`config.mk`:
```
export PLATFORM = sky130hd
export DESIGN_NAME = dacp_pin_ctrl
export DESIGN_NICKNAME = d
export VERILOG_FILES = /design/src/core/dacp_pkg.sv /design/src/core/dacp_buf2.sv /design/src/core/dacp_pin_ctrl.sv
export SDC_FILE = /design/constraint.sdc
export NUM_CORES = 1
export LEC_CHECK = 0
export BUFFER_PORTS_ARGS = -buffer_cell sky130_fd_sc_hd__buf_4
export CAP_MARGIN = 10
export CORE_ASPECT_RATIO = 1.1
export CORE_MARGIN = 10
export CORE_UTILIZATION = 54
export DETAILED_ROUTE_END_ITERATION = 7
export GPL_TIMING_DRIVEN = 1
export HOLD_SLACK_MARGIN = 0.08
export PLACE_DENSITY = 0.88
export RECOVER_POWER = 100
export SLEW_MARGIN = 10
export SYNTH_ARGS = -nofsm -noshare
export SYNTH_HDL_FRONTEND = slang
export SYNTH_SLANG_ARGS = --single-unit
export TNS_END_PERCENT = 30
```
`constraint.sdc`:
```
create_clock -name mclk -period 2.37 [get_ports mclk]
set_input_delay 0.3555 -clock mclk [delete_from_list [all_inputs] [get_ports mclk]]
set_output_delay 0.3555 -clock mclk [all_outputs]
set_load 0.1 [all_outputs]
```
`src/core/dacp_pkg.sv`:
```
// Shared constants and carriers for the converter pin-control block
package dacp_pkg;

  // Converter word width and the code that puts an output at midscale
  localparam int          WORD_W   = 16;
  localparam logic [15:0] MIDSCALE = 16'h8000;

  // Input-rate divider: one word slot every RATE_DIV clocks
  localparam int          CNT_W    = 4;
  localparam logic [3:0]  RATE_DIV = 4'h4;
  localparam logic [3:0]  RATE_TOP = 4'h3;
  localparam logic [3:0]  RATE_HALF = 4'h2;
  localparam logic [3:0]  CNT_ZERO = 4'h0;
  localparam logic [3:0]  CNT_ONE  = 4'h1;

  // Buffer occupancy codes for the two-entry skid buffer
  localparam logic [1:0]  OCC_EMPTY = 2'h0;
  localparam logic [1:0]  OCC_ONE   = 2'h1;
  localparam logic [1:0]  OCC_FULL  = 2'h2;

  // One input slot: a word for each channel
  typedef struct packed {
    logic [15:0] data_a;
    logic [15:0] data_b;
  } dacp_pair_t;

  // Word pair presented to the two converters
  typedef struct packed {
    logic [15:0] out_a;
    logic [15:0] out_b;
  } dacp_out_t;

  // Serial pin drive set, output enables active low
  typedef struct packed {
    logic sdio_out;
    logic sdio_oe_n;
    logic sdo_out;
    logic sdo_oe_n;
  } dacp_serial_t;

  // Operating state of the output path
  typedef enum logic [1:0] {
    DACP_ST_RESET,
    DACP_ST_SLEEP,
    DACP_ST_MUTE,
    DACP_ST_RUN
  } dacp_state_t;

endpackage

```
`src/core/dacp_buf2.sv`:
```
`timescale 1ns/100ps
`default_nettype none
// Two-entry buffer with valid/ready on both sides; ready is registered
module dacp_buf2 #(
  parameter int WIDTH = 32
) (
  input  wire logic             clk,
  input  wire logic             rst,
  input  wire logic             clear,
  input  wire logic             in_valid,
  input  wire logic [WIDTH-1:0] in_data,
  output logic                  in_ready,
  output logic                  out_valid,
  output logic [WIDTH-1:0]      out_data,
  input  wire logic             out_ready
);
  import dacp_pkg::*;

  logic [WIDTH-1:0] mem_q [2];
  logic             wr_ptr_q;
  logic             rd_ptr_q;
  logic [1:0]       occ_q;
  logic [1:0]       occ_d;
  logic             ready_q;
  wire              push = in_valid & ready_q;
  wire              pop  = out_valid & out_ready;

  // Occupancy follows push and pop; both in one cycle leaves it unchanged
  assign occ_d     = push & ~pop ? occ_q + 2'h1 :
                     pop & ~push ? occ_q - 2'h1 : occ_q;
  assign out_valid = (occ_q != OCC_EMPTY);
  assign out_data  = mem_q[rd_ptr_q];
  assign in_ready  = ready_q;

  // Pointers and count; ready is a flop so the source sees a clean level
  always_ff @(posedge clk or posedge rst) begin
    if (rst) begin
      wr_ptr_q <= 1'b0;
      rd_ptr_q <= 1'b0;
      occ_q    <= OCC_EMPTY;
      ready_q  <= 1'b0;
    end else if (clear) begin
      wr_ptr_q <= 1'b0;
      rd_ptr_q <= 1'b0;
      occ_q    <= OCC_EMPTY;
      ready_q  <= 1'b0;
    end else begin
      wr_ptr_q <= wr_ptr_q ^ push;
      rd_ptr_q <= rd_ptr_q ^ pop;
      occ_q    <= occ_d;
      ready_q  <= (occ_d != OCC_FULL);
    end
  end

  // Storage has no reset; only valid entries are ever read
  always_ff @(posedge clk) begin
    if (push) begin
      mem_q[wr_ptr_q] <= in_data;
    end
  end

endmodule
`default_nettype wire

```
`src/core/dacp_pin_ctrl.sv`:
```
// Behaviour
// RQ1 - In PLL clock mode the lock output is high while the PLL reports lock.
// RQ2 - In external clock mode the lock output carries the input-rate clock.
// RQ3 - In interleaved mode with the flag enable set, the channel flag pin is driven as an output.
// RQ4 - The driven channel flag is high for channel B words and low for channel A words.
// RQ5 - All logic is held in reset while the active-low chip reset is low.
// RQ6 - The serial data I/O pin is bidirectional in three-pin mode and input-only in four-pin mode.
// RQ7 - The serial data output is released in three-pin mode and carries read data in four-pin mode.
// RQ8 - The serial enable is an active-low input and frames every serial transfer.
// RQ9 - A high sleep input powers the device down; an undriven sleep input reads low.
// RQ10 - In interleaved mode a gate rising edge makes the next word channel A, then B, alternately.
// RQ11 - While the transmit gate is low both outputs sit at midscale; an undriven gate reads low.
// RQ12 - The factory test select input is held at ground in normal use.
// RQ13 - The data source raises the gate just before a channel A word in interleaved mode.
`timescale 1ns/100ps
`default_nettype none
module dacp_pin_ctrl (
  input  wire logic                  mclk,
  input  wire logic                  rst,
  input  wire logic                  chip_reset_n,
  input  wire logic                  sleep,
  input  wire logic                  factory_test_select,
  input  wire logic                  transmit_gate,
  input  wire logic                  interleave_mode,
  input  wire logic                  qflag_enable,
  input  wire logic                  pll_mode,
  input  wire logic                  pll_locked,
  input  wire logic                  in_valid,
  input  wire dacp_pkg::dacp_pair_t  in_pair,
  output logic                       in_ready,
  output dacp_pkg::dacp_out_t        dac_out,
  output logic                       dac_update,
  output logic                       power_down,
  output logic                       pll_lock_out,
  output logic                       qflag_out,
  output logic                       qflag_oe_n,
  input  wire logic                  four_pin_mode,
  input  wire logic                  serial_enable_n,
  input  wire logic                  serial_read_phase,
  input  wire logic                  serial_read_bit,
  input  wire logic                  sdio_in,
  output logic                       serial_write_bit,
  output logic                       sdio_out,
  output logic                       sdio_oe_n,
  output logic                       serial_data_out,
  output logic                       serial_data_out_oe_n
);
  import dacp_pkg::*;

  // Serial pins released: both enables high, data low
  localparam dacp_serial_t SER_IDLE = '{sdio_out: 1'b0, sdio_oe_n: 1'b1, sdo_out: 1'b0, sdo_oe_n: 1'b1};

  // Chip reset is a plain synchronous input; it clears logic as a sync reset
  wire         chip_hold = ~chip_reset_n;                        // RQ5

  // Test select is only sampled into a flag; in normal use it stays low
  logic        test_q;

  // Input-rate divider
  logic [3:0]  rate_cnt_q;
  logic [3:0]  rate_cnt_d;
  wire         rate_en;
  wire         rate_clk_lvl;

  // Gate edge detection and channel steering
  logic        gate_q;
  wire         gate_rise;
  logic        steer_b_q;
  logic        steer_b_d;
  wire         steer_b_now;

  // Buffered stream toward the converters
  wire         buf_valid;
  dacp_pair_t  buf_pair;
  wire         buf_ready;
  wire         buf_ready_int;

  // Output state machine
  dacp_state_t state_q;
  dacp_state_t state_d;

  // Registered outputs
  dacp_out_t    out_q;
  dacp_out_t    out_d;
  logic         upd_q;
  logic         pd_q;
  logic         lock_q;
  logic         lock_d;
  logic         qflag_q;
  logic         qflag_oe_n_q;
  logic         qflag_oe_n_d;
  logic         qflag_d;
  dacp_serial_t ser_q;
  dacp_serial_t ser_d;
  logic         wbit_q;

  // Divider: rate_en marks each input word slot, one clock wide
  assign rate_cnt_d   = (rate_cnt_q == RATE_TOP) ? CNT_ZERO : rate_cnt_q + CNT_ONE;
  assign rate_en      = (rate_cnt_q == RATE_TOP);
  // Input-rate clock is high for the first half of each slot
  assign rate_clk_lvl = (rate_cnt_q < RATE_HALF);

  always_ff @(posedge mclk or posedge rst) begin
    if (rst) begin
      rate_cnt_q <= CNT_ZERO;
    end else if (chip_hold) begin
      rate_cnt_q <= CNT_ZERO;                                    // RQ5
    end else begin
      rate_cnt_q <= rate_cnt_d;
    end
  end

  // Skid buffer absorbs words while the converters are asleep; chip reset empties it,
  // so a source that keeps presenting data during sleep loses nothing
  dacp_buf2 #(
    .WIDTH ($bits(dacp_pair_t))
  ) u_buf (
    .clk       (mclk),
    .rst       (rst),
    .clear     (chip_hold),
    .in_valid  (in_valid),
    .in_data   (in_pair),
    .in_ready  (in_ready),
    .out_valid (buf_valid),
    .out_data  (buf_pair),
    .out_ready (buf_ready)
  );

  // Next state of the output path; sleep outranks the gate
  always_comb begin
    state_d = state_q;
    case (state_q)
      DACP_ST_RESET: begin
        state_d = DACP_ST_MUTE;
      end
      DACP_ST_SLEEP: begin
        if (!sleep) begin
          state_d = DACP_ST_MUTE;
        end
      end
      DACP_ST_MUTE: begin
        if (sleep) begin
          state_d = DACP_ST_SLEEP;                               // RQ9
        end else if (transmit_gate) begin
          state_d = DACP_ST_RUN;
        end
      end
      DACP_ST_RUN: begin
        if (sleep) begin
          state_d = DACP_ST_SLEEP;                               // RQ9
        end else if (!transmit_gate) begin
          state_d = DACP_ST_MUTE;                                // RQ11
        end
      end
      default: begin
        state_d = DACP_ST_RESET;
      end
    endcase
  end

  // Words drain one per slot except in sleep or reset; while muted they are consumed
  // and discarded so the source is not stalled by a closed gate
  assign buf_ready_int = rate_en & (state_q != DACP_ST_SLEEP) & (state_q != DACP_ST_RESET);
  assign buf_ready     = buf_ready_int;

  // Rising gate edge restarts steering at channel A; a word popped on that
  // very edge is already the first A word, so steering is cleared before use
  assign gate_rise   = transmit_gate & ~gate_q;                  // RQ10
  assign steer_b_now = steer_b_q & ~gate_rise;                   // RQ10
  assign steer_b_d   = (buf_valid & buf_ready_int & interleave_mode) ? ~steer_b_now : steer_b_now;

  // Converter words: midscale with the gate low or asleep; a word popped on
  // the cycle the path leaves mute with the gate high is kept, not dropped
  always_comb begin
    out_d = out_q;
    if (!transmit_gate || state_q == DACP_ST_SLEEP || state_q == DACP_ST_RESET) begin
      out_d.out_a = MIDSCALE;                                    // RQ11
      out_d.out_b = MIDSCALE;                                    // RQ11
    end else if (buf_valid && buf_ready_int) begin
      if (!interleave_mode) begin
        out_d.out_a = buf_pair.data_a;
        out_d.out_b = buf_pair.data_b;
      end else if (steer_b_now) begin
        out_d.out_b = buf_pair.data_a;                           // RQ10
      end else begin
        out_d.out_a = buf_pair.data_a;                           // RQ10
      end
    end
  end

  // Lock pin: PLL status or input-rate clock depending on clock mode
  assign lock_d = pll_mode ? pll_locked : rate_clk_lvl;          // RQ1 RQ2

  // Channel flag follows the word just steered; pin released otherwise
  assign qflag_oe_n_d = ~(interleave_mode & qflag_enable);       // RQ3
  assign qflag_d      = (interleave_mode & qflag_enable) ?
                        ((buf_valid & buf_ready_int) ? steer_b_now : qflag_q) : 1'b0; // RQ4

  // Serial pins: drive only inside a frame and only in the read phase
  always_comb begin
    ser_d           = '0;
    ser_d.sdio_oe_n = 1'b1;
    ser_d.sdo_oe_n  = 1'b1;                                      // RQ7
    if (!serial_enable_n && serial_read_phase) begin             // RQ8
      if (four_pin_mode) begin
        ser_d.sdo_out  = serial_read_bit;                        // RQ7
        ser_d.sdo_oe_n = 1'b0;                                   // RQ7
      end else begin
        ser_d.sdio_out  = serial_read_bit;                       // RQ6
        ser_d.sdio_oe_n = 1'b0;                                  // RQ6
      end
    end
  end

  // Control state: gate history, steering, path state, test flag
  always_ff @(posedge mclk or posedge rst) begin
    if (rst) begin
      gate_q    <= 1'b0;
      steer_b_q <= 1'b0;
      state_q   <= DACP_ST_RESET;
      test_q    <= 1'b0;
    end else if (chip_hold) begin
      gate_q    <= 1'b0;                                         // RQ5
      steer_b_q <= 1'b0;
      state_q   <= DACP_ST_RESET;
      test_q    <= 1'b0;
    end else begin
      gate_q    <= transmit_gate;
      steer_b_q <= steer_b_d;
      state_q   <= state_d;
      test_q    <= factory_test_select;                          // RQ12
    end
  end

  // Converter outputs and update strobe
  always_ff @(posedge mclk or posedge rst) begin
    if (rst) begin
      out_q <= {MIDSCALE, MIDSCALE};
      upd_q <= 1'b0;
    end else if (chip_hold) begin
      out_q <= {MIDSCALE, MIDSCALE};                             // RQ5
      upd_q <= 1'b0;
    end else begin
      out_q <= out_d;
      upd_q <= rate_en & (state_q != DACP_ST_SLEEP);
    end
  end

  // Power-down follows sleep each clock; test select forces nothing here,
  // a raised test pin is simply ignored so a stray level cannot hang the part
  always_ff @(posedge mclk or posedge rst) begin
    if (rst) begin
      pd_q <= 1'b0;
    end else if (chip_hold) begin
      pd_q <= 1'b0;
    end else begin
      pd_q <= sleep;                                             // RQ9
    end
  end

  // Lock pin and channel flag
  always_ff @(posedge mclk or posedge rst) begin
    if (rst) begin
      lock_q       <= 1'b0;
      qflag_q      <= 1'b0;
      qflag_oe_n_q <= 1'b1;
    end else if (chip_hold) begin
      lock_q       <= 1'b0;
      qflag_q      <= 1'b0;
      qflag_oe_n_q <= 1'b1;
    end else begin
      lock_q       <= lock_d;                                    // RQ1 RQ2
      qflag_q      <= qflag_d;                                   // RQ4
      qflag_oe_n_q <= qflag_oe_n_d;                              // RQ3
    end
  end

  // Serial pin drivers and captured write bit; released in reset so a
  // controller driving SDIO never fights the device
  always_ff @(posedge mclk or posedge rst) begin
    if (rst) begin
      ser_q  <= SER_IDLE;
      wbit_q <= 1'b0;
    end else if (chip_hold) begin
      ser_q  <= SER_IDLE;
      wbit_q <= 1'b0;
    end else begin
      ser_q  <= ser_d;
      wbit_q <= (!serial_enable_n && !serial_read_phase) ? sdio_in : wbit_q; // RQ6 RQ8
    end
  end

  // Port drive, all from flops
  assign dac_out              = out_q;
  assign dac_update           = upd_q;
  assign power_down           = pd_q;
  assign pll_lock_out         = lock_q;
  assign qflag_out            = qflag_q;
  assign qflag_oe_n           = qflag_oe_n_q;
  assign serial_write_bit     = wbit_q;
  assign sdio_out             = ser_q.sdio_out;
  assign sdio_oe_n            = ser_q.sdio_oe_n;
  assign serial_data_out      = ser_q.sdo_out;
  assign serial_data_out_oe_n = ser_q.sdo_oe_n;

endmodule
`default_nettype wire

```
==> results.md <==
* R2r setup slk at 260 ps
* R2R Path Start: rate_cnt_q[0]
* Crit path buf inv count at 1
* Final net count at 511
* Clock skew at 7.37 ps
* Critical Path Source: rate_cnt_q[0]
* Dpl ws at 292 ps
* CP Class: flip-flop to flip-flop
* Switching power share of the total at 0.214
* H-tree Lvls at 4
* Post-route insts no fill at 583
* Worst slew pin tran at about 1200 ps
* Cell Count Post-Placement at 514
* Power density over cell area at around 830 nW/µm²
* Clock latency on the worst-skew pair at 500 ps
* Hold Vio Cnt, Final at 0
* Post-synth ARST share at 0.462
* Largest net degree at the start of global routing at 34
* Clock tree buffer depth at 2
* Period utilization at 0.891
* CP max stage delay at 410 ps
* Internal Power at 4130 µW
* Worst relative slew slack at 0.218
* Final setup viols at 0
* Grt total ovfl at 0
* DRT antenna net count at 0
* FF-to-FF End: dac_out[23]
* Routing usage on met3 at 0.0647
* GRT busiest layer: met2
* Synth-to-Final Area Change at 33.1%
* Core region area at 8500 µm²
* Total negative slack at 0 ps
* Max-cap violations at 0
* Count leader, synth: edfxtp_1
* P_leak at 0.00255 µW
* Mapped Cells at roughly 320
* CP max FO at 16
* RD Place Congestion at 0.765
* Register bit total from synthesis at 119
* Synth top area share at 0.402
* Achievable frequency at 0.474 GHz
* Reg clk slew, reported paths at 60 ps
* Number of synthesized flops with an enable pin at 64
* Wire length per cell at ~20 µm
* CTS tree: built
* Synth cell count leaders: edfxtp_1 (64), nand2_1 (54), dfrtp_1 (50), a21oi_1 (17)
* WL final at 11,900 µm
* Worst setup path endpoint: dac_out[23]
* IO Pins at 91
* Die extent in x at 110 µm
* Area leader, netlist: edfxtp_1
* Post-CTS sizing at 0
* Ant diodes at 0
* Initial antenna violation count at 0
* Ys flop type: edfxtp_1
* Total Power at 5260 µW
* Avg Inst Size Synth at 14.9 µm²
* Number of port buffers at 89
* Vias per std cell at between 5 and 6
* Initial DRC count at 169
* Worst Setup End Kind: flip-flop
* Top post-synthesis cells by area: edfxtp_1 (40%), dfrtp_1 (26%), mux4_2 (7.5%)
* Grt met2 use at 0.328
* CTS sink cnt at 119
* Sequential power share at 0.439
* Via count at between 3k and 4k
* Outcome: complete, no violations
* All-Layer GR Usage at 0.191
* WHS at between 100 and 150 ps
* Gate power share at 0.072
* Final Worst Setup Slack at 260 ps
* Full die area at 13,000 µm²
* Slowest cell on crit path: or3b_1
* Post-Syn Area at 4780 µm²
* Reg2Reg Depth at 6
* Filler instances at 553
* YS warnings at 0
* WP data required at 2770 ps
* Synthesized net count at 373
* Sequential fraction of the synthesis area at 0.692
* Worst Path Arrival at 2510 ps
* Final Max Tran Viols at 0
* Netlist cell types at 43
* First-pass GRT wire length at 19,100 µm
* DP HPWL at 7070 µm
* Grt met1 use at 0.214
* RSZ-0062 raised after global routing: false
* Hold crit path type: input pin to flip-flop
* Initial cell density of the core at 0.562
* Num rows at 35
* Root buf cell: clkbuf_8
* Final worst path period need at 2110 ps
* CP delay by family, top: simple AND/OR/NAND/NOR gates
* Vias in the first global route at 3,620
* Layout cells sized above 1 at 0.288
* First drt pass iteration count at 4
* Clock network power share at 0.489
* Levels on crit path at 6
* Crit path launch type: flip-flop
* Setup bufs post-CTS at 0
* Cts bufs inserted at 17
* Maximum vdd drop at 0.552 mV
* Worst path cell trace: ha_1 > nor3b_4 > nand2_2 > or3b_1 > buf_4 > o21ai_0
* Sw power at approximately 1100 µW
* Drt drc at 0
* Die Y at 119 µm
cell type report:
| cell class | instances | area, µm² | share of cell area |
|---|---|---|---|
| clock buffers | 22 | 433 | 0.0681 |
| clock inverters | 10 | 154 | 0.0242 |
| inverters | 8 | 30.0 | 0.00472 |
| multi-input cells | 178 | 1330 | 0.210 |
| flip-flops and latches | 119 | 3310 | 0.520 |
| well taps | 111 | 139 | 0.0219 |
| repair buffers | 135 | 962 | 0.151 |
registers in the layout (all words and copies together), names as in the netlist, 2 cells and up:
| register | cells |
|---|---|
| u_buf.mem_q | 64 |
| u_buf.occ_q | 2 |
| state_q | 2 |
| rate_cnt_q | 4 |
| dac_out | 32 |
worst min path at each step:
| stage | slack (ps) | cells past startpoint | end | from |
|---|---|---|---|---|
| floorplan | 410 | 1 | serial_data_out_oe_n | four_pin_mode |
| global placement | 440 | 2 | dac_out[6] | rst |
| detailed placement | 440 | 2 | dac_out[6] | rst |
| CTS | 110 | 3 | serial_write_bit | sdio_in |
| global route | 130 | 3 | pll_lock_out | pll_locked |
| finish | 120 | 3 | serial_write_bit | sdio_in |
cell usage in the layout, fill, tap and decap left out, types with 2 or more instances in the layout:
cell / instances
and2_1: 5
nand3_1: 6
clkinv_2: 2
a21oi_1: 17
buf_12: 2
dfrtp_1: 49
mux2i_1: 16
bufinv_16: 4
mux2_2: 2
and3_1: 4
mux4_2: 16
a21boi_0: 3
clkbuf_16: 16
nor2b_1: 2
nand2b_1: 3
clkbuf_4: 23
inv_1: 8
dlygate4sd3_1: 37
clkinv_1: 2
xnor2_1: 4
buf_4: 14
nor2_1: 3
and2_0: 3
dfstp_2: 5
ha_1: 4
nand2_1: 54
clkbuf_2: 42
clkbuf_1: 22
edfxtp_1: 64
o21ai_0: 17
metal layers:
metal  wire, µm  part of all wire
met3       1080             0.090
met2       6290              0.53
met5          0                 0
met1       4450              0.37
met4        115            0.0096
through the flow:
step	area (µm²)	util
final	6360	0.748
after detailed placement	5630	0.662
after CTS	6580	0.775
after global routing	6360	0.748
after floorplan	4780	-
after global placement	5630	0.662
kinds of logic after synthesis:
kind of cell               Yosys count  share of synthesized area
and+or+nand+nor                     91                     0.0920
DFF                                119                      0.692
AOI/OAI and AO/OA                   44                     0.0595
xor gates and xnor gates             5                    0.00917
adders and majority gates            4                     0.0105
muxes                               34                      0.114
buffers and inverters               24                     0.0233
power by group through the flow:
stage	Combinational, µW	Clock, µW	Sequential, µW
floorplan	153	0	2390
global placement	342	0	2330
detailed placement	354	0	2340
CTS	410	2590	2300
global route	409	2720	2310
finish	381	2570	2310
worst register-to-register path, stage by stage (launching register included):
cell and delay (ps):
dfrtp_1 370, ha_1 200, nor3b_4 340, nand2_2 230, or3b_1 410, buf_4 220
o21ai_0 240
repair_timing:
item                                   CTS  global route
setup endpoints to repair                0             0
hold buffers                            37             0
endpoints found under the hold margin   91             0
Power figures use the tool's default switching activity.
